## config.mk

```make
export PLATFORM = sky130hd
export DESIGN_NAME = audio_serial_tx_status_sequencer
export DESIGN_NICKNAME = d
export VERILOG_FILES = /design/src/tx_seq_pkg.sv /design/src/shift_ctl_if.sv /design/src/audio_serial_tx_status_sequencer.sv /design/src/link_sync.sv /design/src/tx_shifter.sv
export SDC_FILE = /design/constraint.sdc
export NUM_CORES = 1
export LEC_CHECK = 0
export CORE_MARGIN = 2
export CORE_UTILIZATION = 55
export CTS_CLUSTER_SIZE = 28
export DETAILED_ROUTE_END_ITERATION = 8
export DONT_BUFFER_PORTS = 1
export MAX_ROUTING_LAYER = met4
export PLACE_DENSITY = 0.71
export SLEW_MARGIN = 0
export SYNTH_ARGS = -nofsm -noshare
export SYNTH_HDL_FRONTEND = slang
export SYNTH_SLANG_ARGS = --single-unit
export TNS_END_PERCENT = 1
```

## constraint.sdc

```tcl
create_clock -name ref_clk_in -period 6.7 [get_ports ref_clk_in]
set_input_delay 0.335 -clock ref_clk_in [delete_from_list [all_inputs] [get_ports ref_clk_in]]
set_output_delay 0.335 -clock ref_clk_in [all_outputs]
set_load 0.05 [all_outputs]
```

## src/tx_seq_pkg.sv

```systemverilog
// Shared constants and types for the serial audio transmit sequencer.
package tx_seq_pkg;
  localparam int          DATA_W       = 24;
  localparam int          ADDR_W       = 2;
  localparam int          NUM_TX       = 3;
  localparam int          CNT_W        = 6;
  localparam int          DIV_W        = 8;
  localparam logic [7:0]  HALF_DIV     = 8'h04;
  localparam logic [1:0]  ADDR_CTRL    = 2'h0;
  localparam logic [1:0]  ADDR_TX0     = 2'h1;
  localparam int          EN_LSB       = 0;
  localparam int          MASTER_BIT   = 3;
  localparam int          WL_LSB       = 4;
  localparam int          POL_BIT      = 7;
  localparam int          IE_BIT       = 11;
  localparam int          VLOC_BIT     = 12;
  localparam int          LEFT_E_BIT   = 14;
  localparam int          RIGHT_E_BIT  = 15;
  localparam logic [23:0] CTRL_WMASK   = 24'h0018bf;
  localparam logic [23:0] CTRL_RESET   = 24'h000000;
  localparam logic [1:0]  WL_16        = 2'h0;
  localparam logic [1:0]  WL_24        = 2'h1;
  localparam logic [1:0]  WL_32        = 2'h2;
  localparam logic [5:0]  LEN_16       = 6'h10;
  localparam logic [5:0]  LEN_24       = 6'h18;
  localparam logic [5:0]  LEN_32       = 6'h20;
  localparam logic [7:0]  VEC_BASE_LO  = 8'h10;
  localparam logic [7:0]  VEC_BASE_HI  = 8'h40;
  localparam logic [7:0]  VEC_OFS_L    = 8'h00;
  localparam logic [7:0]  VEC_OFS_R    = 8'h02;
  localparam logic [7:0]  VEC_OFS_X    = 8'h04;
  typedef enum logic [3:0] {
    ST_IDLE   = 4'h1,
    ST_WAIT_L = 4'h2,
    ST_WAIT_R = 4'h4,
    ST_SHIFT  = 4'h8
  } tx_state_e;
endpackage

```

## src/shift_ctl_if.sv

```systemverilog
// Control strobes from the sequencer to the transmit shifters.
interface shift_ctl_if;
  logic load;
  logic shift;
  logic active;
  modport ctrl (output load, output shift, output active);
  modport unit (input load, input shift, input active);
endinterface

```

## src/audio_serial_tx_status_sequencer.sv

```systemverilog
// Transmit controller of the serial audio port: registers, flags and framing.
module audio_serial_tx_status_sequencer #(
  parameter logic [7:0] HALF_DIV = tx_seq_pkg::HALF_DIV
) (
  // Clock and resets.
  input  wire logic        ref_clk_in,
  input  wire logic        sys_rst_in,
  input  wire logic        soft_rst_in,
  input  wire logic        stop_state_in,
  // Register port.
  input  wire logic [1:0]  addr_in,
  input  wire logic [23:0] wdata_in,
  input  wire logic        wr_in,
  input  wire logic        rd_in,
  output logic      [23:0] rdata_out,
  // Interrupt request.
  output logic             irq_req_out,
  output logic      [7:0]  irq_vector_out,
  // Serial link.
  input  wire logic        bit_clk_in,
  input  wire logic        word_sel_in,
  output logic             bit_clk_out,
  output logic             bit_clk_oe_n_out,
  output logic             word_sel_out,
  output logic             word_sel_oe_n_out,
  output logic      [2:0]  serial_data_out
);
  logic [23:0]             ctrl_reg;
  logic [23:0]             hold_reg [tx_seq_pkg::NUM_TX];
  logic                    left_empty_reg;
  logic                    right_empty_reg;
  logic                    armed_reg;
  logic [2:0]              wr_mask_reg;
  tx_seq_pkg::tx_state_e   state_reg;
  logic [5:0]              cnt_reg;
  logic                    cur_left_reg;
  logic                    ws_prev_reg;
  logic                    ws_m_reg;
  logic [5:0]              m_cnt_reg;
  logic                    bclk_m_reg;
  logic [7:0]              div_reg;
  logic                    m_fall_reg;
  logic                    first_reg;
  logic                    s_fall;
  logic                    s_ws;
  logic [2:0]              en;
  logic                    master;
  logic                    pol;
  logic                    ind_rst;
  logic                    clr_cond;
  logic [5:0]              len;
  logic                    fall;
  logic                    ws_m_next;
  logic                    ws_now;
  logic                    ws_edge;
  logic                    is_left;
  logic                    done;
  logic                    seek_l;
  logic                    seek_r;
  logic                    start;
  logic                    wr_tx;
  logic [2:0]              wr_mask_next;
  logic                    wr_done;
  logic                    clr_by_wr;
  logic                    set_l;
  logic                    set_r;

  shift_ctl_if sh ();

  assign en      = ctrl_reg[tx_seq_pkg::EN_LSB +: tx_seq_pkg::NUM_TX];
  assign master  = ctrl_reg[tx_seq_pkg::MASTER_BIT];
  assign pol     = ctrl_reg[tx_seq_pkg::POL_BIT];
  assign ind_rst = stop_state_in || (en == 3'h0);
  assign clr_cond = soft_rst_in || ind_rst;

  always_comb begin
    case (ctrl_reg[tx_seq_pkg::WL_LSB +: 2])
      tx_seq_pkg::WL_16: len = tx_seq_pkg::LEN_16;
      tx_seq_pkg::WL_24: len = tx_seq_pkg::LEN_24;
      tx_seq_pkg::WL_32: len = tx_seq_pkg::LEN_32;
      default:           len = tx_seq_pkg::LEN_24;
    endcase
  end

  link_sync u_bclk_sync (
    .clk_in    (ref_clk_in),
    .rst_in    (sys_rst_in),
    .pin_in    (bit_clk_in),
    .level_out (),
    .fall_out  (s_fall)
  );

  link_sync u_ws_sync (
    .clk_in    (ref_clk_in),
    .rst_in    (sys_rst_in),
    .pin_in    (word_sel_in),
    .level_out (s_ws),
    .fall_out  ()
  );

  // Master bit clock divider, held in individual reset so the left slot follows enabling.
  always_ff @(posedge ref_clk_in) begin
    if (sys_rst_in || !master || ind_rst) begin
      div_reg    <= 8'h00;
      bclk_m_reg <= 1'b1;
      m_fall_reg <= 1'b0;
    end else if (div_reg == HALF_DIV - 8'h01) begin
      div_reg    <= 8'h00;
      bclk_m_reg <= !bclk_m_reg;
      m_fall_reg <= bclk_m_reg;
    end else begin
      div_reg    <= div_reg + 8'h01;
      m_fall_reg <= 1'b0;
    end
  end

  assign fall = (master ? m_fall_reg : s_fall) && !ind_rst;

  // Master word select toggles every word length; it rests on the right and goes left at the first fall.
  always_comb begin
    ws_m_next = ws_m_reg;
    if (fall && m_cnt_reg == 6'h00) begin
      ws_m_next = !ws_m_reg;
    end
  end

  always_ff @(posedge ref_clk_in) begin
    if (sys_rst_in || ind_rst || state_reg == tx_seq_pkg::ST_IDLE) begin
      ws_m_reg  <= !pol;
      m_cnt_reg <= 6'h00;
    end else if (fall) begin
      ws_m_reg  <= ws_m_next;
      m_cnt_reg <= (m_cnt_reg == 6'h00) ? len - 6'h01 : m_cnt_reg - 6'h01;
    end
  end

  assign ws_now  = master ? ws_m_next : s_ws;
  assign ws_edge = fall && (ws_now != ws_prev_reg);
  assign is_left = !(ws_now ^ pol);
  assign done    = (state_reg == tx_seq_pkg::ST_SHIFT) && (cnt_reg == len);
  assign seek_l  = (state_reg == tx_seq_pkg::ST_WAIT_L) || (done && !cur_left_reg);
  assign seek_r  = (state_reg == tx_seq_pkg::ST_WAIT_R) || (done && cur_left_reg);
  assign start   = ws_edge && ((seek_l && is_left) || (seek_r && !is_left));

  always_ff @(posedge ref_clk_in) begin
    if (sys_rst_in) begin
      ws_prev_reg <= 1'b0;
    end else if (ind_rst || state_reg == tx_seq_pkg::ST_IDLE) begin
      ws_prev_reg <= master ? !pol : s_ws;
    end else if (fall) begin
      ws_prev_reg <= ws_now;
    end
  end

  // Word sequencer.
  always_ff @(posedge ref_clk_in) begin
    if (sys_rst_in || ind_rst) begin
      state_reg    <= tx_seq_pkg::ST_IDLE;
      cnt_reg      <= 6'h00;
      cur_left_reg <= 1'b0;
    end else begin
      case (state_reg)
        tx_seq_pkg::ST_IDLE: begin
          state_reg <= tx_seq_pkg::ST_WAIT_L;
        end
        tx_seq_pkg::ST_WAIT_L,
        tx_seq_pkg::ST_WAIT_R,
        tx_seq_pkg::ST_SHIFT: begin
          if (start) begin
            state_reg    <= tx_seq_pkg::ST_SHIFT;
            cnt_reg      <= 6'h01;
            cur_left_reg <= is_left;
          end else if (fall && done) begin
            state_reg <= cur_left_reg ? tx_seq_pkg::ST_WAIT_R
                                      : tx_seq_pkg::ST_WAIT_L;
          end else if (fall && state_reg == tx_seq_pkg::ST_SHIFT) begin
            cnt_reg <= cnt_reg + 6'h01;
          end
        end
        default: begin
          state_reg <= tx_seq_pkg::ST_IDLE;
        end
      endcase
    end
  end

  assign sh.load   = start;
  assign sh.shift  = fall && (state_reg == tx_seq_pkg::ST_SHIFT) && !done && !start;
  assign sh.active = (state_reg == tx_seq_pkg::ST_SHIFT) || start;

  for (genvar i = 0; i < tx_seq_pkg::NUM_TX; i++) begin : g_tx
    tx_shifter u_shift (
      .clk_in    (ref_clk_in),
      .rst_in    (sys_rst_in),
      .ctl       (sh),
      .enable_in (en[i]),
      .data_in   (hold_reg[i]),
      .sdo_out   (serial_data_out[i])
    );
  end

  // Register writes; holding registers accept data in any state.
  always_ff @(posedge ref_clk_in) begin
    if (sys_rst_in || soft_rst_in) begin
      ctrl_reg <= tx_seq_pkg::CTRL_RESET;
    end else if (wr_in && addr_in == tx_seq_pkg::ADDR_CTRL) begin
      ctrl_reg <= wdata_in & tx_seq_pkg::CTRL_WMASK;
    end
  end

  always_ff @(posedge ref_clk_in) begin
    if (sys_rst_in) begin
      for (int i = 0; i < tx_seq_pkg::NUM_TX; i++) begin
        hold_reg[i] <= 24'h000000;
      end
    end else if (wr_tx) begin
      hold_reg[addr_in - tx_seq_pkg::ADDR_TX0] <= wdata_in;
    end
  end

  always_ff @(posedge ref_clk_in) begin
    if (sys_rst_in) begin
      rdata_out <= 24'h000000;
    end else if (rd_in && addr_in == tx_seq_pkg::ADDR_CTRL) begin
      rdata_out <= (ctrl_reg & tx_seq_pkg::CTRL_WMASK)
                 | ({23'h000000, left_empty_reg} << tx_seq_pkg::LEFT_E_BIT)
                 | ({23'h000000, right_empty_reg} << tx_seq_pkg::RIGHT_E_BIT);
    end else if (rd_in) begin
      rdata_out <= hold_reg[addr_in - tx_seq_pkg::ADDR_TX0];
    end else begin
      rdata_out <= 24'h000000;
    end
  end

  // Empty flags and the clearing handshake.
  assign wr_tx        = wr_in && (addr_in != tx_seq_pkg::ADDR_CTRL);
  assign wr_mask_next = wr_mask_reg | (wr_tx ? 3'h1 << (addr_in - 2'h1) : 3'h0);
  assign wr_done      = wr_tx && ((wr_mask_next & en) == en);
  assign clr_by_wr    = wr_done && ((left_empty_reg ^ right_empty_reg)
                        || armed_reg);
  assign set_l        = start && !is_left;
  assign set_r        = start && is_left;

  always_ff @(posedge ref_clk_in) begin
    if (sys_rst_in || clr_cond) begin
      left_empty_reg  <= 1'b0;
      right_empty_reg <= 1'b0;
    end else begin
      left_empty_reg  <= set_l || (left_empty_reg && !clr_by_wr);
      right_empty_reg <= set_r || (right_empty_reg && !clr_by_wr);
    end
  end

  always_ff @(posedge ref_clk_in) begin
    if (sys_rst_in || clr_cond || set_l || set_r || clr_by_wr) begin
      wr_mask_reg <= 3'h0;
    end else if (rd_in && addr_in == tx_seq_pkg::ADDR_CTRL
                 && left_empty_reg && right_empty_reg) begin
      wr_mask_reg <= 3'h0;
    end else begin
      wr_mask_reg <= wr_mask_next;
    end
  end

  always_ff @(posedge ref_clk_in) begin
    if (sys_rst_in || clr_cond || clr_by_wr) begin
      armed_reg <= 1'b0;
    end else if (rd_in && addr_in == tx_seq_pkg::ADDR_CTRL
                 && left_empty_reg && right_empty_reg) begin
      armed_reg <= 1'b1;
    end
  end

  // Interrupt request and vector.
  always_ff @(posedge ref_clk_in) begin
    if (sys_rst_in) begin
      irq_req_out    <= 1'b0;
      irq_vector_out <= tx_seq_pkg::VEC_BASE_LO;
    end else begin
      irq_req_out <= ctrl_reg[tx_seq_pkg::IE_BIT]
                     && (left_empty_reg || right_empty_reg);
      irq_vector_out <= (ctrl_reg[tx_seq_pkg::VLOC_BIT] ? tx_seq_pkg::VEC_BASE_HI
                                                        : tx_seq_pkg::VEC_BASE_LO)
                      + ((left_empty_reg && right_empty_reg) ? tx_seq_pkg::VEC_OFS_X
                         : right_empty_reg ? tx_seq_pkg::VEC_OFS_R
                         : tx_seq_pkg::VEC_OFS_L);
    end
  end

  // Link pin drivers; enables are low while this end drives.
  always_ff @(posedge ref_clk_in) begin
    if (sys_rst_in) begin
      bit_clk_out       <= 1'b1;
      bit_clk_oe_n_out  <= 1'b1;
      word_sel_out      <= 1'b0;
      word_sel_oe_n_out <= 1'b1;
    end else begin
      bit_clk_out       <= bclk_m_reg;
      bit_clk_oe_n_out  <= !master;
      word_sel_out      <= ws_m_reg;
      word_sel_oe_n_out <= !master;
    end
  end

  always_ff @(posedge ref_clk_in) begin
    if (sys_rst_in || ind_rst) begin
      first_reg <= 1'b1;
    end else if (start) begin
      first_reg <= 1'b0;
    end
  end

  a_flags_idle: assert property (@(posedge ref_clk_in) disable iff (sys_rst_in)
    (en == 3'h0) |=> !left_empty_reg && !right_empty_reg)
    else $error("empty flag set while all transmitters disabled");
  a_left_first: assert property (@(posedge ref_clk_in) disable iff (sys_rst_in)
    start && first_reg |-> is_left)
    else $error("first word after enable was not left");
  a_left_sets_re: assert property (@(posedge ref_clk_in) disable iff (sys_rst_in)
    set_r && !clr_cond |=> right_empty_reg)
    else $error("left transfer did not set right-empty");
  a_right_sets_le: assert property (@(posedge ref_clk_in) disable iff (sys_rst_in)
    set_l && !clr_cond |=> left_empty_reg)
    else $error("right transfer did not set left-empty");
  a_bit13_zero: assert property (@(posedge ref_clk_in) disable iff (sys_rst_in)
    rd_in && addr_in == tx_seq_pkg::ADDR_CTRL |=> !rdata_out[13])
    else $error("reserved bit read as one");
  a_underrun_hold: assert property (@(posedge ref_clk_in) disable iff (sys_rst_in)
    left_empty_reg && right_empty_reg && !armed_reg && !clr_cond |=>
    left_empty_reg && right_empty_reg)
    else $error("underrun cleared without status read");
  a_single_clear: assert property (@(posedge ref_clk_in) disable iff (sys_rst_in)
    (left_empty_reg ^ right_empty_reg) && wr_done && !start |=>
    !left_empty_reg && !right_empty_reg)
    else $error("single empty flag not cleared by writes");
  a_set_wins: assert property (@(posedge ref_clk_in) disable iff (sys_rst_in)
    start && wr_done && !clr_cond |=> left_empty_reg || right_empty_reg)
    else $error("flag set lost to same-cycle write");
  a_word_bound: assert property (@(posedge ref_clk_in) disable iff (sys_rst_in)
    state_reg == tx_seq_pkg::ST_SHIFT |-> cnt_reg <= len)
    else $error("bit count passed word length");
  a_exc_vector: assert property (@(posedge ref_clk_in) disable iff (sys_rst_in)
    left_empty_reg && right_empty_reg && ctrl_reg[tx_seq_pkg::IE_BIT] |=>
    irq_req_out && irq_vector_out[3:0] == 4'h4)
    else $error("underrun did not raise exception vector");
  a_vec_base: assert property (@(posedge ref_clk_in) disable iff (sys_rst_in)
    irq_req_out |-> irq_vector_out[7:4] ==
    ($past(ctrl_reg[tx_seq_pkg::VLOC_BIT]) ? 4'h4 : 4'h1))
    else $error("vector base does not follow select bit");

  c_underrun: cover property (@(posedge ref_clk_in) left_empty_reg && right_empty_reg);
  c_master_load: cover property (@(posedge ref_clk_in) start && master);
  c_slave_load: cover property (@(posedge ref_clk_in) start && !master);
  c_long_word: cover property (@(posedge ref_clk_in) done && len == tx_seq_pkg::LEN_32);
endmodule // audio_serial_tx_status_sequencer

```

## src/link_sync.sv

```systemverilog
// Three-stage synchroniser with filtered level and falling-edge pulses.
module link_sync (
  // Clock and reset.
  input  wire logic clk_in,
  input  wire logic rst_in,
  // Asynchronous input and results.
  input  wire logic pin_in,
  output logic      level_out,
  output logic      fall_out
);
  logic s1_reg;
  logic s2_reg;
  logic s3_reg;

  always_ff @(posedge clk_in) begin
    if (rst_in) begin
      s1_reg <= 1'b0;
      s2_reg <= 1'b0;
      s3_reg <= 1'b0;
    end else begin
      s1_reg <= pin_in;
      s2_reg <= s1_reg;
      s3_reg <= s2_reg;
    end
  end

  // The level moves only once stages two and three agree.
  always_ff @(posedge clk_in) begin
    if (rst_in) begin
      level_out <= 1'b0;
      fall_out  <= 1'b0;
    end else begin
      fall_out <= (s2_reg == s3_reg) && level_out && !s3_reg;
      if (s2_reg == s3_reg) begin
        level_out <= s3_reg;
      end
    end
  end
endmodule // link_sync

```

## src/tx_shifter.sv

```systemverilog
// One transmit shift register; after 24 bits it repeats its last bit.
module tx_shifter (
  // Clock and reset.
  input  wire logic        clk_in,
  input  wire logic        rst_in,
  // Control and data.
  shift_ctl_if.unit        ctl,
  input  wire logic        enable_in,
  input  wire logic [23:0] data_in,
  output logic             sdo_out
);
  logic [23:0] sr_reg;

  always_ff @(posedge clk_in) begin
    if (rst_in) begin
      sr_reg <= 24'h000000;
    end else if (ctl.load) begin
      sr_reg <= data_in;
    end else if (ctl.shift) begin
      sr_reg <= {sr_reg[22:0], sr_reg[0]};
    end
  end

  // A disabled transmitter or a gap between words holds the line high.
  always_ff @(posedge clk_in) begin
    if (rst_in) begin
      sdo_out <= 1'b1;
    end else begin
      sdo_out <= (ctl.active && enable_in) ? sr_reg[23] : 1'b1;
    end
  end
endmodule // tx_shifter

```

==> impl_results.md, run 1 <==
* Seq/Total Area, Yosys at around 55%
* Routability congestion estimate at between 0.8 and 0.9
* Global route overflow at 0
* Initial Util at a little under three fifths
* Post-route ant nets at 0
* Post-Synthesis Cells at 1021
* Predominant post-synthesis flop cell: dfxtp_1
* Post-CTS Resized at 0
* Period minus WS final at 3.50 ns
* Max-cap violation count at 0
* Die Width at ~150 um
* Die area at between 20000 and 25000 sq um
* Synth Warn # at 0
* Vias in the first global route at slightly below 8000
* Final core utilization at between 60% and 70%
* Clk Latency, worst-skew pair at 0.53 ns
* PortBufs at 0
* Largest net degree at the start of global routing at 90
* Share of post-route cells with drive strength above 1 at about an eighth
* Max-slew violations at 0
* CP Launch Type: register
* Setup Skew at about 0.0099 ns
* Register bit count reported by yosys at around 260
* DR DRC count at 0
* H-tree levels at 1
* Drt total wl at about 28000 um
* Setup CP Type: register to register
* Crit path max fanout at between 80 and 90
* Clock buffer count from CTS at 27
* Setup TNS at 0 ns
* Area growth syn-to-layout at 11.0%
* CTS Buffer Depth at 3
* Core Rows at 51
* CP Capture Type: register
* First-pass iteration count of the detailed router at 5
* Root Driver: clkbuf_16
* Leak pwr at between 0.004 and 0.005 uW
* Antenna Cells at 0
* Fraction of registers with async set/reset at 0%
* Post-synth EDFFs at 97
* Clock input transition at the sequential cells of the worst setup and hold paths at roughly 0.06 ns
* Number of I/O pins at 74
* Antenna violations before repair at 0
* # clock sinks at 256
* Slew @ Worst Pin at about 1.2 ns
* Post-route clock period utilization at between 50 and 60%
* Final #Nets at ~1000
* Routed vias at between 7000 and 8000
* Post-DP HPWL at 15500 um
* Starting DRT DRC Count at about 740
* Via density at approximately 6.2
* Path depth of the worst reg2reg path at 7
* Synth unique cells at 62
* Crit path DAT at around 4 ns
* # setup viols final at 0
* VDD IR max at slightly above 0.2 mV
* Max FFs per register at between 90 and 100
* CTS tree: yes
* Hold Crit Class: primary input to register
* Total core area at around 20000 sq um
* Hold depth at 1
* Die height at ~150 um
* Cell Area, Synth at ~11000 sq um
* First-pass GRT wire length at about 44000 um
* Relative slew margins at 16.3%
* Fmax at ~0.29 GHz
* Pwr/cell area at 274 nW/um^2
* Final hold vios at 0
* Crit path required time at roughly 7.1 ns
* Outcome: finished, final reports clean
* RSZ-0062 raised after global routing: no
* Tot GR Track Use at 26.6%
* Syn Area/Cell at 10.9 sq um
* Drt wl/cell at roughly 22 um
layout make-up:
type / count / area [sq um]
Tap cell: 265 / 332
Sequential cell: 256 / 6100
Clock buffer: 39 / 762
Inverter: 14 / 52.6
Clock inverter: 10 / 133
Fill cell: 1594 / 7340
Multi-Input combinational cell: 660 / 4540
Timing Repair Buffer: 40 / 403
cells in the mapped netlist (all sizes together), types with 12 or more instances:
cell type / instances / area (sq um)
clkbuf: 64 / 240
nor2b: 27 / 169
ha: 12 / 150
nor2: 44 / 175
a21oi: 35 / 175
dfxtp: 159 / 3180
a311oi: 65 / 813
inv: 14 / 52.6
nor3: 78 / 390
and3: 76 / 475
mux4: 24 / 541
o21ai: 15 / 75.1
edfxtp: 97 / 2910
nand2: 159 / 599
mux2i: 15 / 163
nand3: 20 / 100
buf: 30 / 193
worst max-delay path: stages (launching register included):
cell,delay (ns)
dfxtp_1,0.55
mux2i_1,0.47
or3_2,0.23
buf_4,0.72
or3_2,0.26
buf_4,0.64
nand2_1,0.16
a311oi_1,0.32
layout by cell type (no fill, tap or decap), types with 3 or more instances in the layout:
cell type,instances
xor2_1,10
dfxtp_1,159
a211oi_1,4
nor3_1,77
nand3_1,20
nand2_1,158
edfxtp_1,97
a21oi_1,35
a311oi_1,26
inv_1,14
dlygate4sd3_1,28
o21ai_0,9
o21ai_1,6
nor2b_1,26
nor4_1,3
a311oi_2,39
clkbuf_16,28
nand2b_1,5
nor3b_1,4
mux2i_1,14
conb_1,4
nor2_1,42
ha_1,12
xnor2_1,4
mux4_2,24
buf_4,10
clkbuf_1,9
clkinv_2,4
a21o_1,3
or3_1,4
nand4bb_1,3
nand4_1,4
a32oi_1,5
or2_2,3
o211ai_1,5
and3_1,76
bufinv_16,3
repair_timing:
action,in CTS,in global routing
buffers inserted,0,0
hold buffers,29,0
hold endpoints to repair,123,0
stage by stage:
| step | hold slack, ns | total power (uW) | cells | setup slack, ns | instance area, sq um |
|---|---|---|---|---|---|
| after floorplan | 0.393 | 1840 | 1024 | 3.02 | 11100 |
| after global placement | 0.409 | 1870 | 1206 | 3.29 | 11100 |
| after detailed placement | 0.406 | 1870 | 1206 | 3.24 | 11100 |
| after CTS | 0.0173 | 3390 | 1284 | 3.21 | 12300 |
| after global routing | 0.0213 | 3470 | 1284 | 2.97 | 12300 |
| final | 0.0290 | 3380 | 1284 | 3.20 | 12300 |
logic make-up after synthesis:
| family | count (synthesis) | share of synthesized area, % |
|---|---|---|
| multiplexers | 40 | 6.47 |
| AND/OR/NAND/NOR | 444 | 19.8 |
| XOR/XNOR | 14 | 1.11 |
| adder cells (fa/ha/maj) | 12 | 1.35 |
| other | 1 | 0.0338 |
| buffers and inverters | 108 | 4.38 |
| AO/OA/AOI/OAI | 146 | 11.9 |
| flip-flops | 256 | 54.9 |
routing by layer:
layer	GRT usage [%]	vias to the layer above	share of wire [%]
li1	-	3674	-
met1	36.9	3853	43
met2	41.8	368	47
met3	3.97	41	7.6
met4	6.02	0	2.0
met5	-	-	0
power by group:
group	leakage [uW]	switching, uW	internal [uW]
Clock	0.000436	603	906
Sequential	0.00221	51.7	1660
Combinational	0.00151	92.9	64.6
worst paths after layout:
path | from | to | slack [ns]
setup reg to reg | ctrl_reg[3] | g_tx[1].u_shift.sr_reg[23] | 3.20
hold / removal | wdata_in[5] | hold_reg[2][5] | 0.03
setup / recovery | ctrl_reg[3] | g_tx[1].u_shift.sr_reg[23] | 3.20
hold reg to reg | u_bclk_sync.s3_reg | u_bclk_sync.fall_out | 0.41
Note: power is estimated with default switching activity, not from simulation.
==> run 2: changes to the inputs <==
--- a/config.mk
+++ b/config.mk
@@ -11,7 +11,7 @@
 export DETAILED_ROUTE_END_ITERATION = 8
 export DONT_BUFFER_PORTS = 1
 export MAX_ROUTING_LAYER = met4
-export PLACE_DENSITY = 0.71
+export PLACE_DENSITY = 0.74
 export SLEW_MARGIN = 0
 export SYNTH_ARGS = -nofsm -noshare
 export SYNTH_HDL_FRONTEND = slang
==> constraint.sdc (replaced) <==
create_clock -name ref_clk_in -period 2.9 [get_ports ref_clk_in]
set_input_delay 0.145 -clock ref_clk_in [delete_from_list [all_inputs] [get_ports ref_clk_in]]
set_output_delay 0.145 -clock ref_clk_in [all_outputs]
set_load 0.05 [all_outputs]
==> run 2 against run 1 <==
  * Clock power up 130%
  * First-iteration DRC count down 4.2%
  * Critical path depth up 1
  * Design area up 1.9%
  * Non-clock buffer count up 22
  * Sequential share of layout area down 0.92 points
  * Power up 130%
  * Die area unchanged
  * Flip-flop and latch count unchanged
  * Critical path type unchanged
  * Largest power group unchanged
==> impl_results.md, run 2 (synthesis gave the netlist of run 1 again) <==
* Outcome: finished, final reports clean
* PortBufs at 0
* Largest net degree at the start of global routing at 96
* Leak pwr at around 0.0043 uW
* Post-CTS Resized at 0
* Die area at approximately 21000 sq um
* First-pass GRT wire length at around 44000 um
* Post-route ant nets at 0
* Fmax at roughly 0.37 GHz
* Setup CP Type: register to register
* Die Width at approximately 150 um
* Routability congestion estimate at between 0.8 and 0.9
* Max FFs per register at 96
* CTS tree: yes
* Number of I/O pins at 74
* Place WS at 0.237 ns
* Max-cap violation count at 0
* Crit path required time at 3.29 ns
* First-pass iteration count of the detailed router at 5
* Drt wl/cell at roughly 21 um
* Max-slew violations at 0
* Sw frac at 22.2%
* P_int at slightly above 6000 uW
* Share of post-route cells with drive strength above 1 at 14.1%
* Post-route clock period utilization at 93.2%
* Core Rows at 51
* H-tree levels at 1
* Antenna violations before repair at 1
* Post-CTS Setup Bufs at 0
* Slew @ Worst Pin at about 1 ns
* Clk Latency, worst-skew pair at 0.53 ns
* Final core utilization at roughly 64%
* Worst hold slack at between 0.00003 and 0.00004 ns
* Critical path, cell by cell: or2_1 > or3b_1 > nor4b_1 > o21bai_1 > mux2_4 > buf_12 > nor3_1 > a311oi_2
* Relative slew margins at between 30% and 40%
* Critical path's largest stage delay at ~0.44 ns
* Combinational power share at 5.0%
* Global route overflow at 0
* Hold Crit Class: primary input to register
* Crit path max fanout at 27
* Post-DP HPWL at approximately 16000 um
* Root Driver: clkbuf_16
* Period minus WS final at 2.70 ns
* Reg power frac at approximately half
* Path depth of the worst reg2reg path at 8
* Hold path startpoint: addr_in[0]
* Switching power at between 1500 and 2000 uW
* Crit path DAT at roughly 3 ns
* Area growth syn-to-layout at 13.1%
* # setup viols final at 0
* Hold depth at 2
* Most frequent cells in the layout: dfxtp_1, nand2_1, edfxtp_1
* DR DRC count at 0
* Final setup margin at just under 0.2 ns
* Most common cell after layout, fill and taps aside: dfxtp_1
* Tot GR Track Use at 26.3%
* Vias in the first global route at 7983
* VDD IR max at 0.426 mV
* R2R Path End: g_tx[1].u_shift.sr_reg[14]
* Clock Power Share at 44.2%
* Final #Nets at between 1000 and 1500
* Crit path buffers/inverters at 1
* Setup TNS at 0 ns
* Hold buffer count at CTS at 36
* # clock sinks at 256
* RSZ-0062 raised after global routing: no
* Worst r2r src: state_reg[1]
* CP Launch Type: register
* Initial Util at 56.5%
* Final hold vios at 0
* Total core area at about 20000 sq um
* CP Capture Type: register
* Reg2reg setup slack at slightly below 0.2 ns
* Setup Skew at 0.00820 ns
* Routed vias at between 7000 and 8000
* Via density at 6.11
* Pwr/cell area at 623 nW/um^2
* Die height at 146 um
* Starting DRT DRC Count at ~710
* CTS Buffer Depth at 3
* Slowest cell on the critical path: mux2_4
* Drt total wl at 27300 um
* Clock buffer count from CTS at 27
* Crit path max-delay family: simple AND/OR/NAND/NOR gates
* Clock input transition at the sequential cells of the worst setup and hold paths at about 0.060 ns
* Worst hold endpoint: rdata_out[19]
==> run 2: cell count changes in the layout (fill, tap and decap cells not counted), moves of 3 or more <==
cell           previous run  this run
buf_12                    1         5
buf_4                    10        21
clkbuf_1                  9         6
clkinv_2                  4         7
dlygate4sd3_1            28        35
==> run 2: metal layers <==
metal,global-route usage (%),part of all wire (%),routed length (um)
met5,-,0,0
met4,7.38,2.4,663
met3,4.00,7.3,1990
met2,41.5,47,12900
met1,35.6,43,11700
==> run 2: power by group through the flow <==
| stage | logic [uW] | clock network (uW) | registers (uW) |
|---|---|---|---|
| after floorplan | 246 | 0 | 4020 |
| after global placement | 291 | 0 | 4040 |
| after detailed placement | 296 | 0 | 4040 |
| after CTS | 390 | 3490 | 3970 |
| after global routing | 414 | 3640 | 3980 |
| final | 392 | 3460 | 3970 |
==> run 2: worst max path at each step <==
stage                       startpoint                    endpoint  slack, ns  cells after the start
final                     state_reg[1]  g_tx[1].u_shift.sr_reg[14]       0.20                      8
after global routing      state_reg[1]   g_tx[0].u_shift.sr_reg[9]       0.03                      8
after CTS                 state_reg[1]  g_tx[1].u_shift.sr_reg[14]       0.22                      8
after detailed placement  state_reg[1]  g_tx[1].u_shift.sr_reg[14]       0.24                      8
after global placement    state_reg[1]  g_tx[0].u_shift.sr_reg[20]       0.38                      8
after floorplan             addr_in[0]              hold_reg[3][0]       0.07                     11
==> run 2: final cells by class <==
cell class,count,area [sq um]
Antenna cell,1,2.50
Clock buffer,36,751
Clock inverter,13,139
Fill cell,1559,7100
Inverter,14,52.6
Multi-Input combinational cell,660,4540
Sequential cell,256,6100
Tap cell,265,332
Timing Repair Buffer,62,636
==> run 2: metrics by stage <==
stage	power (uW)	area (sq um)	instances
final	7810	12600	1307
after global routing	8020	12600	1307
after CTS	7840	12500	1306
after detailed placement	4340	11300	1221
after global placement	4330	11300	1221
after floorplan	4260	11100	1024
==> run 3: changes to the inputs <==
--- a/config.mk
+++ b/config.mk
@@ -11,7 +11,7 @@
 export DETAILED_ROUTE_END_ITERATION = 8
 export DONT_BUFFER_PORTS = 1
 export MAX_ROUTING_LAYER = met4
-export PLACE_DENSITY = 0.74
+export PLACE_DENSITY = 0.71
 export SLEW_MARGIN = 0
 export SYNTH_ARGS = -nofsm -noshare
 export SYNTH_HDL_FRONTEND = slang
==> constraint.sdc (replaced) <==
create_clock -name ref_clk_in -period 2.6 [get_ports ref_clk_in]
set_input_delay 0.13 -clock ref_clk_in [delete_from_list [all_inputs] [get_ports ref_clk_in]]
set_output_delay 0.13 -clock ref_clk_in [all_outputs]
set_load 0.05 [all_outputs]
==> run 3 against run 2 <==
  * Via count is 0.21% higher
  * Clock skew is 0.0057 ns higher
  * First-iteration DRC count is 10% higher
  * Largest power group unchanged
  * Highest routed layer unchanged
==> impl_results.md, run 3 (synthesis gave the netlist of run 1 again) <==
* Setup CP Type: register to register
* Drt wl/cell at approximately 21 um
* PortBufs at 0
* Sw frac at ~23%
* RSZ-0062 raised after global routing: no
* Starting DRT DRC Count at about 790
* Setup Skew at about 0.014 ns
* Layout Cells excl Fill at 1314
* Combinational power share at 5.3%
* Leak pwr at ~0.0044 uW
* # setup viols final at 0
* Tot GR Track Use at 26.3%
* Max-cap violation count at 0
* Crit path buffers/inverters at 2
* Die height at 146 um
* Vias in the first global route at approximately 7800
* Clock buffer count from CTS at 27
* H-tree levels at 1
* Die Width at ~150 um
* Hold depth at 1
* Crit path DAT at 2.89 ns
* Share of post-route cells with drive strength above 1 at approximately 16%
* Switching power at ~1900 uW
* First-pass GRT wire length at approximately 44000 um
* Worst hold slack at between 0.01 and 0.015 ns
* Fmax at between 0.4 and 0.5 GHz
* Post-route clock period utilization at a little over nine tenths
* Slew @ Worst Pin at roughly 1.0 ns
* CTS tree: yes
* Max FFs per register at 96
* Final hold vios at 0
* Die area at 21300 sq um
* Reg2reg setup slack at about 0.10 ns
* Worst hold endpoint: hold_reg[2][3]
* Drt total wl at 27900 um
* Most common cell after layout, fill and taps aside: dfxtp_1
* Slowest cell on the critical path: mux2_4
* # clock sinks at about 260
* Total core area at roughly 20000 sq um
* Post-CTS Setup Bufs at 0
* Number of I/O pins at 74
* DR DRC count at 0
* Routability congestion estimate at ~0.96
* Hold Crit Class: primary input to register
* Antenna Cells at 0
* Clk Latency, worst-skew pair at 0.53 ns
* First-pass iteration count of the detailed router at 5
* CTS Buffer Depth at 3
* CP Launch Type: register
* Post-DP HPWL at 16000 um
* R2R Path End: g_tx[1].u_shift.sr_reg[22]
* Post-Place Cells at 1230
* Relative slew margins at roughly a third
* Root Driver: clkbuf_16
* Fillers at between 1500 and 2000
* Pwr/cell area at ~670 nW/um^2
* Largest net degree at the start of global routing at 95
* Area growth syn-to-layout at 14.2%
* Max-slew violations at 0
* Core Rows at around 50
* Outcome: finished, final reports clean
* Via density at ~6.1
* Worst r2r src: ctrl_reg[0]
* Final core utilization at between 60% and 70%
* Post-route ant nets at 0
* Setup TNS at 0 ns
* Reg power frac at a little over half
* Crit path max fanout at 37
* Clock input transition at the sequential cells of the worst setup and hold paths at roughly 0.060 ns
* Most frequent cells in the layout: dfxtp_1, nand2_1, edfxtp_1
* Crit path required time at roughly 3 ns
* Global route overflow at 0
* Routed vias at about 8000
* Final #Nets at about 1100
* Period minus WS final at roughly 2.5 ns
* Hold path startpoint: sys_rst_in
* VDD IR max at between 0.6 and 0.7 mV
* P_int at ~6600 uW
* Clock Power Share at between 40% and 50%
* Initial Util at a little under three fifths
* CP Capture Type: register
* Critical path's largest stage delay at roughly 0.37 ns
* Path depth of the worst reg2reg path at 9
* Crit path max-delay family: compound AO/OA/AOI/OAI gates
* Critical path, cell by cell: nor3_1 > or2_1 > buf_4 > o31ai_1 > a31o_4 > mux2_4 > clkbuf_16 > o211ai_1 > a21oi_1
* Antenna violations before repair at 0
[run 3: cell types whose count changed in the layout (fill, tap and decap cells not counted), moves of 2 or more]
cell / delta
buf_4: +5
buf_12: +3
nor3_1: -3
nor3_2: +3
bufinv_16: -2
clkbuf_8: +2
dlygate4sd3_1: -2
[run 3: layout make-up]
cell class / count / area (sq um) / share of cell area [%]
Timing Repair Buffer: 70 / 766 / 6.04
Clock buffer: 38 / 757 / 5.97
Sequential cell: 256 / 6100 / 48.1
Tap cell: 265 / 332 / 2.62
Clock inverter: 11 / 77.6 / 0.612
Multi-Input combinational cell: 660 / 4590 / 36.2
Inverter: 14 / 52.6 / 0.415
[run 3: metrics by stage]
step           power (uW)  cell area (sq um)  setup WS (ns)
6_report             8500              12700          0.101
5_1_grt              8760              12700        0.00195
4_1_cts              8560              12600         0.0559
3_5_place_dp         4850              11400         0.0123
3_3_place_gp         4850              11400          0.163
2_1_floorplan        4750              11100         0.0424
[run 3: repair_timing]
action	CTS	global route
endpoints found under the setup margin	2	71
endpoints found under the hold margin	220	0
gates resized for setup	1	11
pin swaps	0	0
hold buffers	34	0
cloned	0	1
[run 3: per-layer routing]
metal	track usage [%]	share of wire [%]	wire [um]	vias up
li1	-	-	-	3738
met1	36.6	43	12100	3919
met2	40.5	47	13000	297
met3	4.59	7.3	2030	50
met4	6.84	2.6	723	0
met5	-	0	0	-
[run 3: power by group through the flow]
stage | Sequential (uW) | Clock [uW] | Combinational [uW]
floorplan | 4480 | 0 | 275
global placement | 4510 | 0 | 340
detailed placement | 4510 | 0 | 342
CTS | 4420 | 3690 | 446
global route | 4430 | 3850 | 470
finish | 4420 | 3630 | 447
[run 3: worst max path at each step]
stage / depth (start not counted) / endpoint / startpoint / slack, ns
3_3_place_gp: 9 / g_tx[0].u_shift.sdo_out / m_cnt_reg[0] / 0.16
4_1_cts: 9 / g_tx[0].u_shift.sr_reg[1] / m_cnt_reg[0] / 0.06
3_5_place_dp: 9 / g_tx[0].u_shift.sdo_out / m_cnt_reg[0] / 0.01
2_1_floorplan: 11 / hold_reg[3][0] / addr_in[0] / 0.04
6_report: 9 / g_tx[1].u_shift.sr_reg[22] / ctrl_reg[0] / 0.10
5_1_grt: 9 / g_tx[2].u_shift.sr_reg[12] / ctrl_reg[0] / 0.002
